==> config.mk <==
export PLATFORM = sky130hd
export DESIGN_NAME = srb_exec
export DESIGN_NICKNAME = d
export VERILOG_FILES = /design/src/logic/srb_pkg.sv /design/src/logic/srb_exec.sv
export VERILOG_INCLUDE_DIRS = /design/src /design/src/logic
export SDC_FILE = /design/constraint.sdc
export NUM_CORES = 1
export LEC_CHECK = 0
export CAP_MARGIN = 15
export CELL_PAD_IN_SITES_DETAIL_PLACEMENT = 1
export CELL_PAD_IN_SITES_GLOBAL_PLACEMENT = 2
export CORE_MARGIN = 2
export CORE_UTILIZATION = 40
export DETAILED_ROUTE_END_ITERATION = 10
export DONT_BUFFER_PORTS = 1
export PLACE_DENSITY = 0.85
export SLEW_MARGIN = 15
export SYNTH_ARGS = -nofsm -noshare
export SYNTH_HDL_FRONTEND = slang
export SYNTH_SLANG_ARGS = --single-unit
==> constraint.sdc <==
create_clock -name CLK -period 7.2 [get_ports CLK]
set_input_delay 0.72 -clock CLK [delete_from_list [all_inputs] [get_ports CLK]]
set_output_delay 0.72 -clock CLK [all_outputs]
set_load 0.01 [all_outputs]
==> src/logic/srb_map.svh <==
// Purpose: Constants for the stack, bit-clear and return executor
// Assumes: One clock state per CLK cycle
// Notes: Opcode values, flag positions and state totals
`ifndef SRB_MAP_SVH
`define SRB_MAP_SVH
// ====================================================================
// Opcodes and prefixes
`define SRB_OP_PFX_X 8'hdd
`define SRB_OP_PFX_Y 8'hfd
`define SRB_OP_PFX_CB 8'hcb
`define SRB_OP_PFX_ED 8'hed
`define SRB_OP_PUSH_IDX 8'he5
`define SRB_OP_POP_IDX 8'he1
`define SRB_OP_RET 8'hc9
`define SRB_OP_INTERRUPT_RETURN_2 8'h4d
`define SRB_CB_CLR 2'h2
`define SRB_MEM_OPND 3'h6
// ====================================================================
// Flag bit positions
`define SRB_F_S 7
`define SRB_F_Z 6
`define SRB_F_PV 2
`define SRB_F_C 0
// ====================================================================
// Instruction totals in clock states; one state is one cycle
`define SRB_T_PUSH_QQ 8'h0b
`define SRB_T_PUSH_IDX 8'h0e
`define SRB_T_POP_QQ 8'h09
`define SRB_T_POP_IDX 8'h0c
`define SRB_T_CLR_REG 8'h07
`define SRB_T_CLR_HL 8'h0c
`define SRB_T_CLR_IDX 8'h13
`define SRB_T_RET 8'h09
`define SRB_T_RETC_TRUE 8'h0a
`define SRB_T_RETC_FALSE 8'h05
`define SRB_T_INTERRUPT_RETURN 8'h16
`define SRB_T_OTHER 8'h03
// ====================================================================
// Reset values
`define SRB_RST_WORD 16'h0000
`define SRB_RST_BYTE 8'h00
`endif

==> src/logic/srb_pkg.sv <==
// Purpose: Types for the stack, bit-clear and return executor
// Assumes: Nothing beyond the map header
// Notes: States, pop destinations and instruction kinds
package srb_pkg;
   typedef enum logic [2:0] {
      SRB_ST_FETCH = 3'h0,
      SRB_ST_OPC = 3'h1,
      SRB_ST_POP_LO = 3'h2,
      SRB_ST_POP_HI = 3'h3,
      SRB_ST_PUSH_LO = 3'h4,
      SRB_ST_RMW = 3'h5,
      SRB_ST_WAIT = 3'h6
   } srb_state_t;
   typedef enum logic [2:0] {
      SRB_PD_BC = 3'h0,
      SRB_PD_DE = 3'h1,
      SRB_PD_HL = 3'h2,
      SRB_PD_AF = 3'h3,
      SRB_PD_IX = 3'h4,
      SRB_PD_IY = 3'h5,
      SRB_PD_PC = 3'h6
   } srb_pop_dest_t;
   typedef enum logic [3:0] {
      SRB_K_OTHER = 4'h0,
      SRB_K_PUSH_QQ = 4'h1,
      SRB_K_PUSH_IDX = 4'h2,
      SRB_K_POP_QQ = 4'h3,
      SRB_K_POP_IDX = 4'h4,
      SRB_K_CLR_REG = 4'h5,
      SRB_K_CLR_HL = 4'h6,
      SRB_K_CLR_IDX = 4'h7,
      SRB_K_RET = 4'h8,
      SRB_K_RETC_TRUE = 4'h9,
      SRB_K_RETC_FALSE = 4'ha,
      SRB_K_INTERRUPT_RETURN = 4'hb
   } srb_kind_t;
endpackage

==> src/logic/srb_exec.sv <==
// Purpose: Executes stack store/load, bit clear, returns and interrupt return
// Assumes: Asynchronous memory read, data valid while MEM_RD is high
// Notes: Unlisted unprefixed opcodes run as three-state no-ops
// Behaviour
// - Loading a pair keeps flags unless the pair is accumulator-flags.
// - Load reads low byte at stack pointer, high at next, then adds two.
// - Store decrements, writes high byte, decrements again, writes low byte.
// - Store changes no flags and never checks for stack overflow.
// - Pair select 00 first, 01 second, 10 memory pointer, 11 accumulator-flags.
// - Store takes accumulator-flags, general pairs, or index X/Y via DD/FD E5.
// - Index store takes 14 states, single-byte pair store 11 states.
// - Bit clear zeroes the chosen bit, keeps others and all flags.
// - Bit number 0 selects least significant bit, 7 the most significant.
// - Bit clear works on register, pointer byte or index plus displacement.
// - Register field 000 B to 101 L and 111 A.
// - Bit clear takes 7, 12 or 19 states by operand kind.
// - Return loads counter low from stack, high from next, stack plus two.
// - False conditional return leaves stack alone and goes to next opcode.
// - Condition field tests zero, carry, parity, sign, clear then set.
// - ED then 4D is recognised as the interrupt return.
`timescale 1ns/1ps
`include "srb_map.svh"
module srb_exec (
   input wire logic CLK,
   input wire logic RST,
   input wire logic [7:0] MEM_RDATA,
   output logic [15:0] MEM_ADDR,
   output logic [7:0] MEM_WDATA,
   output logic MEM_RD,
   output logic MEM_WR,
   output logic [15:0] REG_PC,
   output logic [15:0] REG_SP,
   output logic [15:0] REG_AF,
   output logic [15:0] REG_BC,
   output logic [15:0] REG_DE,
   output logic [15:0] REG_HL,
   output logic [15:0] REG_IX,
   output logic [15:0] REG_IY,
   output logic INSTR_DONE,
   output logic INTERRUPT_RETURN_SEEN
);
   // ====================================================================
   // State
   srb_pkg::srb_state_t state, next_state;
   srb_pkg::srb_pop_dest_t pop_dest, next_pop_dest;
   srb_pkg::srb_kind_t kind, next_kind;
   logic [15:0] pc, sp, ix, iy, next_pc, next_sp, next_ix, next_iy;
   logic [7:0] a, f, b, c, d, e, h, l;
   logic [7:0] next_a, next_f, next_b, next_c, next_d, next_e, next_h, next_l;
   logic [15:0] next_mem_addr;
   logic [7:0] next_mem_wdata, tcount, next_tcount, ttarget, next_ttarget;
   logic [7:0] disp, next_disp, tmp_lo, next_tmp_lo;
   logic next_mem_rd, next_mem_wr, next_done, next_interrupt_return;
   logic [1:0] pfx_idx, next_pfx_idx;
   logic pfx_cb, next_pfx_cb, pfx_ed, next_pfx_ed, got_disp, next_got_disp;
   logic [2:0] bit_sel, next_bit_sel;
   logic [7:0] opc, clr_val;
   logic [15:0] idx_val, idx_addr, push_val;
   logic do_push;

   // ====================================================================
   // Decoders
   // register field
   function automatic logic [7:0] reg_get(input logic [2:0] code, input logic [7:0] rb,
      input logic [7:0] rc, input logic [7:0] rd, input logic [7:0] re,
      input logic [7:0] rh, input logic [7:0] rl, input logic [7:0] ra);
      unique case (code)
         3'h0: reg_get = rb;
         3'h1: reg_get = rc;
         3'h2: reg_get = rd;
         3'h3: reg_get = re;
         3'h4: reg_get = rh;
         3'h5: reg_get = rl;
         3'h7: reg_get = ra;
         default: reg_get = 8'h00;
      endcase
   endfunction

   function automatic logic cond_true(input logic [2:0] cc, input logic [7:0] fl);
      unique case (cc[2:1])
         2'h0: cond_true = fl[`SRB_F_Z] == cc[0];
         2'h1: cond_true = fl[`SRB_F_C] == cc[0];
         2'h2: cond_true = fl[`SRB_F_PV] == cc[0];
         default: cond_true = fl[`SRB_F_S] == cc[0];
      endcase
   endfunction

   function automatic logic [7:0] clr_bit(input logic [7:0] v, input logic [2:0] n);
      clr_bit = v & ~(8'h01 << n);
   endfunction

   // ====================================================================
   // Next-state logic
   always_comb begin
      next_state = state;
      next_pop_dest = pop_dest;
      next_kind = kind;
      next_pc = pc;
      next_sp = sp;
      next_ix = ix;
      next_iy = iy;
      next_a = a;
      next_f = f;
      next_b = b;
      next_c = c;
      next_d = d;
      next_e = e;
      next_h = h;
      next_l = l;
      next_mem_rd = 1'b0;
      next_mem_wr = 1'b0;
      next_mem_addr = MEM_ADDR;
      next_mem_wdata = MEM_WDATA;
      next_tcount = 8'(tcount + 8'h01);
      next_ttarget = ttarget;
      next_disp = disp;
      next_tmp_lo = tmp_lo;
      next_pfx_idx = pfx_idx;
      next_pfx_cb = pfx_cb;
      next_pfx_ed = pfx_ed;
      next_got_disp = got_disp;
      next_bit_sel = bit_sel;
      next_done = 1'b0;
      next_interrupt_return = 1'b0;
      do_push = 1'b0;
      push_val = 16'h0000;
      opc = MEM_RDATA;
      idx_val = (pfx_idx == 2'h1) ? ix : iy;
      idx_addr = 16'(idx_val + {{8{disp[7]}}, disp});
      clr_val = clr_bit(reg_get(opc[2:0], b, c, d, e, h, l, a), opc[5:3]);
      unique case (state)
         srb_pkg::SRB_ST_FETCH: begin
            next_mem_rd = 1'b1;
            next_mem_addr = pc;
            next_pc = 16'(pc + 16'h0001);
            next_state = srb_pkg::SRB_ST_OPC;
         end
         srb_pkg::SRB_ST_OPC: begin
            next_state = srb_pkg::SRB_ST_WAIT;
            next_kind = srb_pkg::SRB_K_OTHER;
            next_ttarget = `SRB_T_OTHER;
            if (pfx_ed) begin
               if (opc == `SRB_OP_INTERRUPT_RETURN_2) begin
                  next_interrupt_return = 1'b1;
                  next_kind = srb_pkg::SRB_K_INTERRUPT_RETURN;
                  next_ttarget = `SRB_T_INTERRUPT_RETURN;
                  next_pop_dest = srb_pkg::SRB_PD_PC;
                  next_state = srb_pkg::SRB_ST_POP_LO;
               end
            end else if (pfx_cb && pfx_idx != 2'h0 && !got_disp) begin
               next_disp = opc;
               next_got_disp = 1'b1;
               next_state = srb_pkg::SRB_ST_FETCH;
            end else if (pfx_cb) begin
               if (opc[7:6] == `SRB_CB_CLR) begin
                  next_bit_sel = opc[5:3];
                  if (pfx_idx != 2'h0) begin
                     next_mem_rd = 1'b1;
                     next_mem_addr = idx_addr;
                     next_kind = srb_pkg::SRB_K_CLR_IDX;
                     next_ttarget = `SRB_T_CLR_IDX;
                     next_state = srb_pkg::SRB_ST_RMW;
                  end else if (opc[2:0] == `SRB_MEM_OPND) begin
                     next_mem_rd = 1'b1;
                     next_mem_addr = {h, l};
                     next_kind = srb_pkg::SRB_K_CLR_HL;
                     next_ttarget = `SRB_T_CLR_HL;
                     next_state = srb_pkg::SRB_ST_RMW;
                  end else begin
                     next_kind = srb_pkg::SRB_K_CLR_REG;
                     next_ttarget = `SRB_T_CLR_REG;
                     unique case (opc[2:0])
                        3'h0: next_b = clr_val;
                        3'h1: next_c = clr_val;
                        3'h2: next_d = clr_val;
                        3'h3: next_e = clr_val;
                        3'h4: next_h = clr_val;
                        3'h5: next_l = clr_val;
                        default: next_a = clr_val;
                     endcase
                  end
               end
            end else if (opc == `SRB_OP_PFX_X || opc == `SRB_OP_PFX_Y) begin
               next_pfx_idx = (opc == `SRB_OP_PFX_X) ? 2'h1 : 2'h2;
               next_state = srb_pkg::SRB_ST_FETCH;
            end else if (opc == `SRB_OP_PFX_CB || opc == `SRB_OP_PFX_ED) begin
               next_pfx_cb = (opc == `SRB_OP_PFX_CB);
               next_pfx_ed = (opc == `SRB_OP_PFX_ED);
               next_state = srb_pkg::SRB_ST_FETCH;
            end else if (pfx_idx != 2'h0) begin
               if (opc == `SRB_OP_PUSH_IDX) begin
                  do_push = 1'b1;
                  push_val = idx_val;
                  next_kind = srb_pkg::SRB_K_PUSH_IDX;
                  next_ttarget = `SRB_T_PUSH_IDX;
               end else if (opc == `SRB_OP_POP_IDX) begin
                  next_kind = srb_pkg::SRB_K_POP_IDX;
                  next_ttarget = `SRB_T_POP_IDX;
                  next_pop_dest = (pfx_idx == 2'h1) ? srb_pkg::SRB_PD_IX : srb_pkg::SRB_PD_IY;
                  next_state = srb_pkg::SRB_ST_POP_LO;
               end
            end else if (opc[7:6] == 2'h3 && opc[3:0] == 4'h5) begin
               do_push = 1'b1;
               next_kind = srb_pkg::SRB_K_PUSH_QQ;
               next_ttarget = `SRB_T_PUSH_QQ;
               unique case (opc[5:4])
                  2'h0: push_val = {b, c};
                  2'h1: push_val = {d, e};
                  2'h2: push_val = {h, l};
                  default: push_val = {a, f};
               endcase
            end else if (opc[7:6] == 2'h3 && opc[3:0] == 4'h1) begin
               next_kind = srb_pkg::SRB_K_POP_QQ;
               next_ttarget = `SRB_T_POP_QQ;
               next_pop_dest = srb_pkg::srb_pop_dest_t'({1'b0, opc[5:4]});
               next_state = srb_pkg::SRB_ST_POP_LO;
            end else if (opc == `SRB_OP_RET) begin
               next_kind = srb_pkg::SRB_K_RET;
               next_ttarget = `SRB_T_RET;
               next_pop_dest = srb_pkg::SRB_PD_PC;
               next_state = srb_pkg::SRB_ST_POP_LO;
            end else if (opc[7:6] == 2'h3 && opc[2:0] == 3'h0) begin
               if (cond_true(opc[5:3], f)) begin
                  next_kind = srb_pkg::SRB_K_RETC_TRUE;
                  next_ttarget = `SRB_T_RETC_TRUE;
                  next_pop_dest = srb_pkg::SRB_PD_PC;
                  next_state = srb_pkg::SRB_ST_POP_LO;
               end else begin
                  next_kind = srb_pkg::SRB_K_RETC_FALSE;
                  next_ttarget = `SRB_T_RETC_FALSE;
               end
            end
            // first byte read at stack pointer
            if (next_state == srb_pkg::SRB_ST_POP_LO) begin
               next_mem_rd = 1'b1;
               next_mem_addr = sp;
               next_sp = 16'(sp + 16'h0001);
            end
            if (do_push) begin
               next_mem_wr = 1'b1;
               next_sp = 16'(sp - 16'h0001);
               next_mem_addr = 16'(sp - 16'h0001);
               next_mem_wdata = push_val[15:8];
               next_tmp_lo = push_val[7:0];
               next_state = srb_pkg::SRB_ST_PUSH_LO;
            end
         end
         srb_pkg::SRB_ST_POP_LO: begin
            next_tmp_lo = MEM_RDATA;
            next_mem_rd = 1'b1;
            next_mem_addr = sp;
            next_sp = 16'(sp + 16'h0001);
            next_state = srb_pkg::SRB_ST_POP_HI;
         end
         srb_pkg::SRB_ST_POP_HI: begin
            unique case (pop_dest)
               srb_pkg::SRB_PD_BC: {next_b, next_c} = {MEM_RDATA, tmp_lo};
               srb_pkg::SRB_PD_DE: {next_d, next_e} = {MEM_RDATA, tmp_lo};
               srb_pkg::SRB_PD_HL: {next_h, next_l} = {MEM_RDATA, tmp_lo};
               srb_pkg::SRB_PD_AF: {next_a, next_f} = {MEM_RDATA, tmp_lo};
               srb_pkg::SRB_PD_IX: next_ix = {MEM_RDATA, tmp_lo};
               srb_pkg::SRB_PD_IY: next_iy = {MEM_RDATA, tmp_lo};
               default: next_pc = {MEM_RDATA, tmp_lo};
            endcase
            next_state = srb_pkg::SRB_ST_WAIT;
         end
         srb_pkg::SRB_ST_PUSH_LO: begin
            next_mem_wr = 1'b1;
            next_sp = 16'(sp - 16'h0001);
            next_mem_addr = 16'(sp - 16'h0001);
            next_mem_wdata = tmp_lo;
            next_state = srb_pkg::SRB_ST_WAIT;
         end
         srb_pkg::SRB_ST_RMW: begin
            next_mem_wr = 1'b1;
            next_mem_wdata = clr_bit(MEM_RDATA, bit_sel);
            next_state = srb_pkg::SRB_ST_WAIT;
         end
         srb_pkg::SRB_ST_WAIT: begin
            // pad to the documented state count
            if (tcount >= 8'(ttarget - 8'h01)) begin
               next_done = 1'b1;
               next_tcount = 8'h00;
               next_pfx_idx = 2'h0;
               next_pfx_cb = 1'b0;
               next_pfx_ed = 1'b0;
               next_got_disp = 1'b0;
               next_state = srb_pkg::SRB_ST_FETCH;
            end
         end
         default: next_state = srb_pkg::SRB_ST_FETCH;
      endcase
   end

   // ====================================================================
   // Registers
   always_ff @(posedge CLK or posedge RST) begin
      if (RST) begin
         state <= srb_pkg::SRB_ST_FETCH;
         pop_dest <= srb_pkg::SRB_PD_PC;
         kind <= srb_pkg::SRB_K_OTHER;
         {pc, sp, ix, iy, MEM_ADDR} <= {5{`SRB_RST_WORD}};
         {a, f, b, c, d, e, h, l} <= {8{`SRB_RST_BYTE}};
         {MEM_WDATA, tcount, ttarget, disp, tmp_lo} <= {5{`SRB_RST_BYTE}};
         {MEM_RD, MEM_WR, INSTR_DONE, INTERRUPT_RETURN_SEEN} <= 4'h0;
         {pfx_idx, pfx_cb, pfx_ed, got_disp, bit_sel} <= 8'h00;
      end else begin
         state <= next_state;
         pop_dest <= next_pop_dest;
         kind <= next_kind;
         {pc, sp, ix, iy, MEM_ADDR} <= {next_pc, next_sp, next_ix, next_iy, next_mem_addr};
         {a, f, b, c} <= {next_a, next_f, next_b, next_c};
         {d, e, h, l} <= {next_d, next_e, next_h, next_l};
         {MEM_WDATA, tcount, ttarget} <= {next_mem_wdata, next_tcount, next_ttarget};
         {disp, tmp_lo} <= {next_disp, next_tmp_lo};
         {MEM_RD, MEM_WR, INSTR_DONE, INTERRUPT_RETURN_SEEN} <= {next_mem_rd, next_mem_wr, next_done, next_interrupt_return};
         {pfx_idx, pfx_cb, pfx_ed} <= {next_pfx_idx, next_pfx_cb, next_pfx_ed};
         {got_disp, bit_sel} <= {next_got_disp, next_bit_sel};
      end
   end

   assign REG_PC = pc;
   assign REG_SP = sp;
   assign REG_AF = {a, f};
   assign REG_BC = {b, c};
   assign REG_DE = {d, e};
   assign REG_HL = {h, l};
   assign REG_IX = ix;
   assign REG_IY = iy;
endmodule

Word-level counts from Yosys, hierarchy flattened

Index checks and enable logic that the tools add are counted.

Register bits: 202
Input port bits: 10
Logic and storage cells: 374
Output and inout port bits: 156

Shifts and indexed selects: 2
Add/sub/neg operators: 6
Bitwise operators: 6
Mux-type cells: 206
Reduce and logical (&&, ||, !) cells: 49
$lt $le $gt $ge: 1
Eq/ne operators: 75

Operator list:

| operator                                      | number |
|---|---|
| 2-to-1 mux 8 bit                              | 66 |
| 2-to-1 mux 16 bit                             | 20 |
| case mux 8 bit (2 select lines)               | 8 |
| case mux 16 bit (3 select lines)              | 2 |
| 2-to-1 mux 3 bit                              | 31 |
| case mux 16 bit (4 select lines)              | 1 |
| AND reduction 9 bit                           | 7 |
| == test 8 bit, second input constant          | 7 |
| case mux 8 bit (7 select lines)               | 1 |
| 2-to-1 mux 1 bit                              | 47 |
| != test 2 bit, second input constant          | 18 |
| adder 16 x 1 -> 16 bit, second input constant | 2 |
| 2-to-1 mux 4 bit                              | 8 |
| case mux 16 bit (2 select lines)              | 1 |
| == test 3 bit, second input constant          | 9 |
| case mux 8 bit (3 select lines)               | 1 |
| == test 3 x 2 -> 1 bit, second input constant | 7 |
| != test 2 x 1 -> 1 bit, second input constant | 10 |
| 2-to-1 mux 2 bit                              | 9 |
| adder 16 bit                                  | 1 |
| AND 8 bit                                     | 2 |
| != test 4 bit, second input constant          | 4 |
| inverter 8 bit                                | 2 |
| AND reduction 2 bit                           | 8 |
| other kinds (38)                              | 73 |

Depth between registers and ports, before layout

Gate-level depths: netlist of run 1.

Depth in word-level cells: 29
Depth in mapped cells: 15
Gate-level depth less buffers: 13

Least setup slack after synthesis of run 1

OpenSTA, ideal clock, no wires.

Kind: reg-to-reg
Start: register pfx_idx[1]
End: register MEM_ADDR[15]
Clock period less this slack: 3.661 ns
Stages on the path, launching flop included: 15
Path slack: 3.539 ns
Arrival: 3.519 ns
Setup time: 0.142 ns
Buffers on the path: 2
Required time: 7.058 ns
Path through: dfrtp_1 -> nor2b_1 -> clkbuf_1 -> buf_1 -> mux2i_1 -> inv_1 -> ha_1 -> a211oi_1 -> o21ai_0 -> a311oi_1 -> o211ai_1 -> a21oi_1 -> mux2_2 -> o2111ai_1 -> a41oi_2

Longest elaborated chain between the ends: 12
Elaborated cells between the ends (all ways): 37
Those cells by class: add/sub (1); eq/ne (7); mux (25); reduce/logical (4)

RTL lines:

| element                                               | RTL line        | text |
|---|---|---|
| start, declared                                       | srb_exec.sv:54  | `logic [1:0] pfx_idx, next_pfx_idx;` |
| start signal, assigned                                | srb_exec.sv:317 | `{pfx_idx, pfx_cb, pfx_ed} <= {next_pfx_idx, next_pfx_cb, next_pfx_ed};` |
| branches (longest 12 deep; another with adder 16 bit) | -               |  |
| end signal, assigned                                  | srb_exec.sv:302 | `` {pc, sp, ix, iy, MEM_ADDR} <= {5{`SRB_RST_WORD}}; `` |
| end signal, assigned                                  | srb_exec.sv:311 | `{pc, sp, ix, iy, MEM_ADDR} <= {next_pc, next_sp, next_ix, next_iy, next_mem_addr};` |
| end, declared                                         | srb_exec.sv:27  | `output logic [15:0] MEM_ADDR,` |

Several ways; the timed one is not identified. The select of a mux whose other input is x is not followed.
A chain may end at the register's enable or synchronous reset.

Final worst setup path of run 1

Start: register pfx_idx[1]
End: register MEM_ADDR[4]

Same word-level chain as after synthesis.

==> impl_metrics.py, run 1 <==
metrics = {
    "timing": {
        "slew_violations": 0,
        "grt_setup_unrepaired": "no",
        "fmax_ghz": 0.2499,
        "worstMarginPinSlew_ns": 1.090,
        "post-route-min-period_ns": 4.001,
        "hold-worst-slack_ns": 0.2554,
        "relSlewSlack_pct": 27.35,
        "final_hold_viol_count": 0,
        "skew_ns": 0.02285,
        "setup_violations": 0,
        "finalCritPeriodShare_pct": 55.57,
        "fin_setup_tns_ns": 0,
    },
    "yosys": {
        "yosysUniqueCellTypes": 81,
        "ys.flop_type": "dfrtp_1",
        "synth-edff-count": 0,
        "yosysWarningCount": 0,
        "ys_seq_area_share_pct": 38.80,
        "syn_inst": 1374,
        "syn_area_um2": 12840,
        "ys_ff_latch": 199,
        "synthArstFlopShare_pct": 100.0,
        "syn_avg_cell_area_um2": 9.346,
        "synth_nets": 1413,
    },
    "clock_tree": {
        "clk_pin_slew_ns": 0.09,
        "cts_tree": "yes",
        "ctsHtreeMaxLevel": 4,
        "holdBufCountCts": 0,
        "post_cts_buffers": 0,
        "insertion_delay_ns": 0.48,
        "cts.root.buffer_cell": "clkbuf_16",
        "cts_sinks": 199,
        "clockBufferDepth": 2,
        "cts-resized-gates": 0,
        "cts_made_buffers": 17,
    },
    "floorplanning": {
        "die_w_um": 183.2,
        "dieArea_um2": 33550,
        "start_util_pct": 40.69,
        "std_cell_rows": 65,
        "io_pins": 166,
        "die_h_um": 183.2,
        "core_region_area_um2": 31560,
    },
    "detailed_routing": {
        "dr.first_iter.drc_count": 1081,
        "route.vias.total": 11360,
        "dr.pass1.iters": 5,
        "routedWlPerCell_um": 28.78,
        "viasPerCell": 6.551,
        "ant_nets": 0,
        "drcViolationCount": 0,
        "wl_um": 49910,
    },
    "worst_setup_path": {
        "r2r_slack_ns": 3.20,
        "arrival_ns": 4.37,
        "endpoint_kind": "flip-flop",
        "cp_max_fo": 33,
        "start_kind": "flip-flop",
        "critPathLaunch": "pfx_idx[1]$_DFFE_PP0P_",
        "cp.required_ns": 7.57,
        "crit_type": "reg2reg",
        "r2r_start": "pfx_idx[1]$_DFFE_PP0P_",
    },
    "global_route": {
        "grt_pass1_wl_um": 75280,
        "busiest_layer": "met2",
        "use_met3_pct": 8.618,
        "grt_max_degree": 118,
        "first_global_vias": 11510,
        "grt_usage_pct": 30.03,
        "met2_usage_pct": 47.12,
        "antenna_found_initial": 1,
        "grt_use_met1_pct": 39.04,
        "grt_overflow": 0,
    },
    "power_and_ir_drop": {
        "total_power_mw": 5.451,
        "ir_worst_vdd_v": 0.0002023,
        "leakagePower_nw": 5.843,
        "power_density_nw_per_um2": 397.6,
    },
    "worst_hold_path": {
        "hp-class": "in2async",
    },
    "layout": {
        "layout_commonest_cell": "dfrtp_1",
        "drive_above_1_share_pct": 17.43,
        "final_cell_mix": "dfrtp_1 (197), nand2_1 (124), nor2_1 (122), mux2_2 (122), o21ai_0 (84)",
        "fill_cells": 3592,
        "layout.nets": 1357,
        "syn2layout_area_growth_pct": 6.752,
    },
    "placement": {
        "finalWeightedCongestion": 0.9560,
        "io_buffers": 0,
        "dp_hpwl_um": 35740,
    },
    "job": {
        "cap_violations": 0,
    },
    "outcome": {
        "status": "complete, no violations",
    },
}
[synthesized netlist by cell type, types with 6 or more instances]
cell type / instances / area [µm²]
nand3_1: 55 / 275.3
a31oi_1: 28 / 175.2
clkbuf_1: 61 / 229.0
o22ai_1: 21 / 131.4
and3_1: 12 / 75.07
a22oi_1: 22 / 165.2
nor2b_1: 16 / 100.1
nor4_1: 6 / 37.54
xor2_1: 23 / 201.4
a32o_1: 6 / 60.06
buf_2: 16 / 80.08
nor3_1: 38 / 190.2
nor2_1: 125 / 469.2
o311ai_0: 6 / 52.55
buf_1: 14 / 52.55
nand2_1: 124 / 465.5
or2_2: 8 / 50.05
ha_1: 28 / 350.3
a21o_1: 19 / 142.6
a221oi_1: 9 / 78.83
mux2_2: 122 / 1374
a211oi_1: 14 / 105.1
nand2b_1: 19 / 118.9
o211ai_1: 9 / 67.56
inv_1: 35 / 131.4
o21ai_0: 84 / 420.4
o221ai_1: 6 / 52.55
mux4_2: 22 / 495.5
o2111ai_1: 8 / 70.07
or3_1: 7 / 43.79
nand4_1: 9 / 56.30
xnor2_1: 25 / 219.0
mux2i_1: 14 / 140.1
a21oi_1: 80 / 400.4
dfrtp_1: 197 / 4930
[worst max-delay path, cell delays in order (launching register included)]
cell       delay [ns]
dfrtp_1          0.49
nor2_2           0.57
buf_4            0.41
o2bb2ai_1        0.16
o2bb2ai_1        0.13
o31a_1           0.23
nand2_1          0.45
a2bb2oi_4        0.91
o311ai_0         0.30
o211a_1          0.20
[registers in the layout (all words and copies together), names as in the netlist, 5 cells and up]
register,count
MEM_ADDR,16
MEM_WDATA,8
REG_IX,16
REG_IY,16
REG_PC,16
REG_SP,16
a,8
b,8
c,8
d,8
disp,8
e,8
f,8
h,8
l,8
tcount,8
tmp_lo,8
ttarget,5
[through the flow]
step,utilization [%],cell area [µm²],std cells,setup slack (ns)
after CTS,43.43,13710,1733,3.241
after detailed placement,41.65,13140,1701,3.255
after floorplan,-,12840,1374,1.058
after global routing,43.43,13710,1733,2.917
after global placement,41.65,13140,1701,3.337
final,43.44,13710,1734,3.199
[metal layers]
layer  wire (µm)  vias up  share of wire [%]
li1            -     4957                  -
met1       20680     5828                 41
met2       22920      487                 46
met3        4485       88                9.0
met4        1816        0                3.6
met5           0        -                  0
[layout make-up]
| class | count | area [µm²] | share of cell area [%] |
|---|---|---|---|
| Antenna cell | 1 | 2.502 | 0.01825 |
| Clock buffer | 19 | 432.9 | 3.158 |
| Clock inverter | 13 | 130.1 | 0.9493 |
| Inverter | 35 | 138.9 | 1.013 |
| Multi-Input combinational cell | 1042 | 7346 | 53.59 |
| Sequential cell | 199 | 4982 | 36.35 |
| Tap cell | 402 | 503.0 | 3.669 |
| Timing Repair Buffer | 23 | 172.7 | 1.260 |
[cells by family after synthesis]
| logic type | share of synthesized area, % |
|---|---|
| adder cells (fa/ha/maj) | 2.884 |
| XOR/XNOR | 3.274 |
| multiplexers | 15.65 |
| AO/OA/AOI/OAI | 19.11 |
| AND/OR/NAND/NOR | 16.00 |
| flip-flops | 38.80 |
| buffers and inverters | 4.287 |
[path summary, 6_finish.rpt]
| check | end | cells past startpoint |
|---|---|---|
| worst min-delay path | REG_SP[13]$_DFFE_PP0P_ | 1 |
| worst min register to register | disp[2]$_DFFE_PP0P_ | 1 |
| max in group asynchronous | REG_IX[10]$_DFFE_PP0P_ | 2 |
| min in group CLK | bit_sel[1]$_DFFE_PP0P_ | 2 |
| worst max register to register | MEM_ADDR[4]$_DFFE_PP0P_ | 9 |
| worst max-delay path | MEM_ADDR[4]$_DFFE_PP0P_ | 9 |
[power breakdown]
| group | internal [mW] | total [mW] | switching (mW) |
|---|---|---|---|
| sequential | 1.48 | 2.34 | 0.854 |
| clock | 0.462 | 0.968 | 0.507 |
| combinational | 0.883 | 2.14 | 1.26 |
Power figures use the tool's default switching activity.
==> run 2: changes to the inputs <==
--- a/config.mk
+++ b/config.mk
@@ -10,10 +10,10 @@
 export CELL_PAD_IN_SITES_DETAIL_PLACEMENT = 1
 export CELL_PAD_IN_SITES_GLOBAL_PLACEMENT = 2
 export CORE_MARGIN = 2
-export CORE_UTILIZATION = 40
+export CORE_UTILIZATION = 37
 export DETAILED_ROUTE_END_ITERATION = 10
 export DONT_BUFFER_PORTS = 1
-export PLACE_DENSITY = 0.85
+export PLACE_DENSITY = 0.83
 export SLEW_MARGIN = 15
 export SYNTH_ARGS = -nofsm -noshare
 export SYNTH_HDL_FRONTEND = slang
==> constraint.sdc (replaced) <==
create_clock -name CLK -period 3.4 [get_ports CLK]
set_input_delay 0.34 -clock CLK [delete_from_list [all_inputs] [get_ports CLK]]
set_output_delay 0.34 -clock CLK [all_outputs]
set_load 0.01 [all_outputs]
==> run 2 against run 1 <==
  * First-iteration DRC count shrank 6.7%
  * Clock-buffer cell count shrank 2
  * Sequential share of layout area decreased by 1.5 points
  * Highest routed layer is now met5
  * Largest cell class unchanged
  * Via count increased by 3.3%
  * Flip-flop and latch count unchanged
  * Clock power up 130%
  * Cell count is 5.7% higher
  * Routed wire length is 6.8% higher
  * Combinational power increased by 130%
  * Global-route usage fell by 0.44 points
  * Total power is 120% higher
  * Critical path type unchanged
==> impl_metrics.py, run 2 (same netlist as run 1, synthesis figures left out) <==
metrics = {
    "layout": {
        "layout_commonest_cell": "dfrtp_1",
        "layout.nets": 1405,
        "antenna_cells": 0,
        "final_cell_mix": "dfrtp_1 (197), nand2_1 (124), nor2_1 (123)",
        "fin_util_pct": 41.63,
        "final_area_um2": 14310,
        "drive_above_1_share_pct": 20.97,
        "fill_cells": 3940,
        "syn2layout_area_growth_pct": 11.44,
    },
    "placement": {
        "io_buffers": 0,
        "place_ws_ns": 0.03067,
        "dp_hpwl_um": 39260,
        "finalWeightedCongestion": 0.9475,
        "placed_area_um2": 13600,
    },
    "timing": {
        "skew_ns": 0.01458,
        "relSlewSlack_pct": 31.75,
        "fin_ws_ns": 0.1089,
        "fmax_ghz": 0.3039,
        "post-route-min-period_ns": 3.291,
        "grt_setup_unrepaired": "yes",
        "slew_violations": 0,
        "worstMarginPinSlew_ns": 1.022,
        "finalCritPeriodShare_pct": 96.80,
        "setup_violations": 0,
        "final_hold_viol_count": 0,
    },
    "worst_hold_path": {
        "min_to": "bit_sel[1]$_DFFE_PP0P_",
        "whs_path_depth": 2,
        "hp-class": "in2reg",
        "holdCritStartpoint": "MEM_RDATA[4]",
    },
    "clock_tree": {
        "cts_tree": "yes",
        "cts_made_buffers": 17,
        "ctsHtreeMaxLevel": 4,
        "cts.root.buffer_cell": "clkbuf_16",
        "insertion_delay_ns": 0.48,
        "clk_pin_slew_ns": 0.08,
        "post_cts_buffers": 0,
        "cts_sinks": 199,
        "clockBufferDepth": 2,
    },
    "power_and_ir_drop": {
        "seq_power_share_pct": 40.2,
        "p_int_mw": 6.327,
        "total_power_mw": 12.06,
        "clkPwrFrac_pct": 18.2,
        "leakagePower_nw": 6.131,
        "p_comb_share_pct": 41.7,
        "power_switching_mw": 5.735,
        "ir_worst_vdd_v": 0.0004529,
        "sw_frac_of_total_pct": 47.55,
        "power_density_nw_per_um2": 842.9,
    },
    "floorplanning": {
        "core_region_area_um2": 34370,
        "io_pins": 166,
        "die_w_um": 190.3,
        "die_h_um": 190.3,
        "dieArea_um2": 36210,
        "start_util_pct": 37.36,
        "std_cell_rows": 68,
    },
    "global_route": {
        "grt_overflow": 0,
        "grt_pass1_wl_um": 79770,
        "grt_max_degree": 64,
        "first_global_vias": 11900,
        "grt_usage_pct": 29.59,
        "antenna_found_initial": 1,
    },
    "worst_setup_path": {
        "start_kind": "flip-flop",
        "path_cells": "nor2b_4 -> buf_12 -> mux2_2 -> ha_4 -> inv_1 -> fa_2 -> nor2b_2 -> o31a_1 -> o2111ai_2 -> nand3b_1 -> xor2_1 -> mux2i_1 -> a211o_1 -> a31oi_1",
        "cp.required_ns": 3.79,
        "r2r_slack_ns": 0.11,
        "arrival_ns": 3.68,
        "reg2regPathDepth": 14,
        "cp_max_fo": 11,
        "r2r_start": "pfx_idx[1]$_DFFE_PP0P_",
        "cpLargestDelayFamily": "compound AO/OA/AOI/OAI gates",
        "endpoint_kind": "flip-flop",
        "path_buf_inv": 2,
        "timing.rr.end": "MEM_ADDR[10]$_DFFE_PP0P_",
        "slowest_delay_ns": 0.42,
        "critPathSlowestCell": "dfrtp_1",
        "crit_type": "reg2reg",
    },
    "detailed_routing": {
        "route.vias.total": 11740,
        "wl_um": 53280,
        "viasPerCell": 6.403,
        "ant_nets": 0,
        "dr.first_iter.drc_count": 1009,
        "routedWlPerCell_um": 29.07,
        "drcViolationCount": 0,
        "dr.pass1.iters": 7,
    },
    "job": {
        "cap_violations": 0,
    },
    "outcome": {
        "status": "complete, no violations",
    },
}
[run 2: cell types whose count changed in the layout (fill, tap and decap cells not counted), sizes merged, moves of 2 or more]
cell	delta
buf	+46
bufinv	+2
clkbuf	-2
clkinvlp	+2
dlygate4sd3	+2
inv	-3
[run 2: through the flow]
| stage | cells | hold slack, ns | setup TNS [ns] |
|---|---|---|---|
| floorplan | 1374 | 0.4851 | 0 |
| global placement | 1800 | 0.4687 | 0 |
| detailed placement | 1800 | 0.4693 | 0 |
| CTS | 1833 | 0.0009617 | 0 |
| global route | 1833 | 0.01463 | -0.07977 |
| finish | 1833 | 0.02211 | 0 |
[run 2: cell type report]
type                       count  area (µm²)  share of cell area [%]
clock buffer                  17       425.4                   2.973
clock inverter                14       188.9                   1.320
inverter                      35       135.1                  0.9443
multi-input combinational   1042        7408                   51.77
sequential                   199        4982                   34.82
tap                          455       569.3                   3.978
timing repair buffer          71       600.6                   4.197
[run 2: routing by layer]
metal  wire length (µm)  up-vias  GRT usage (%)  share of wire (%)
li1                   -     5060              -                  -
met1              22500     6107          38.36                 42
met2              24630      459          46.81                 46
met3               3900      108          7.214                7.3
met4               2238        2          13.27                4.2
met5                 12        -              0              0.023
[run 2: power by group through the flow]
stage | sequential (mW) | clock (mW) | combinational (mW)
final | 4.85 | 2.19 | 5.02
after global placement | 4.85 | 0 | 4.76
after CTS | 4.84 | 2.22 | 4.94
after detailed placement | 4.88 | 0 | 4.91
after global routing | 4.96 | 2.31 | 5.45
after floorplan | 4.10 | 0 | 3.54
[run 2: worst reg2reg max path, delay by kind of cell (launching register included)]
kind | cells | cell delay [ns]
simple gates | 3 | 0.33
compound gates | 4 | 1.10
fa+ha+maj | 2 | 0.44
mux | 2 | 0.52
buf+inv | 2 | 0.24
flops | 1 | 0.42
xor+xnor | 1 | 0.14
[run 2: how the worst max path moves through the flow]
stage	from	end	slack [ns]	cells after the start
after floorplan	pfx_idx[1]$_DFFE_PP0P_	MEM_ADDR[15]$_DFFE_PP0P_	0.08	14
after global placement	pfx_idx[1]$_DFFE_PP0P_	MEM_ADDR[15]$_DFFE_PP0P_	0.13	13
after detailed placement	pfx_idx[1]$_DFFE_PP0P_	MEM_ADDR[15]$_DFFE_PP0P_	0.03	13
after CTS	pfx_idx[1]$_DFFE_PP0P_	MEM_ADDR[15]$_DFFE_PP0P_	0.008	13
after global routing	pfx_idx[1]$_DFFE_PP0P_	MEM_ADDR[15]$_DFFE_PP0P_	-0.04	13
final	pfx_idx[1]$_DFFE_PP0P_	MEM_ADDR[10]$_DFFE_PP0P_	0.11	14
[run 2: what timing repair did]
item,4_1_cts,5_1_grt
hold endpoints to repair,40,0
hold buffers,2,0
endpoints found under the setup margin,0,9
gates resized for setup,0,17
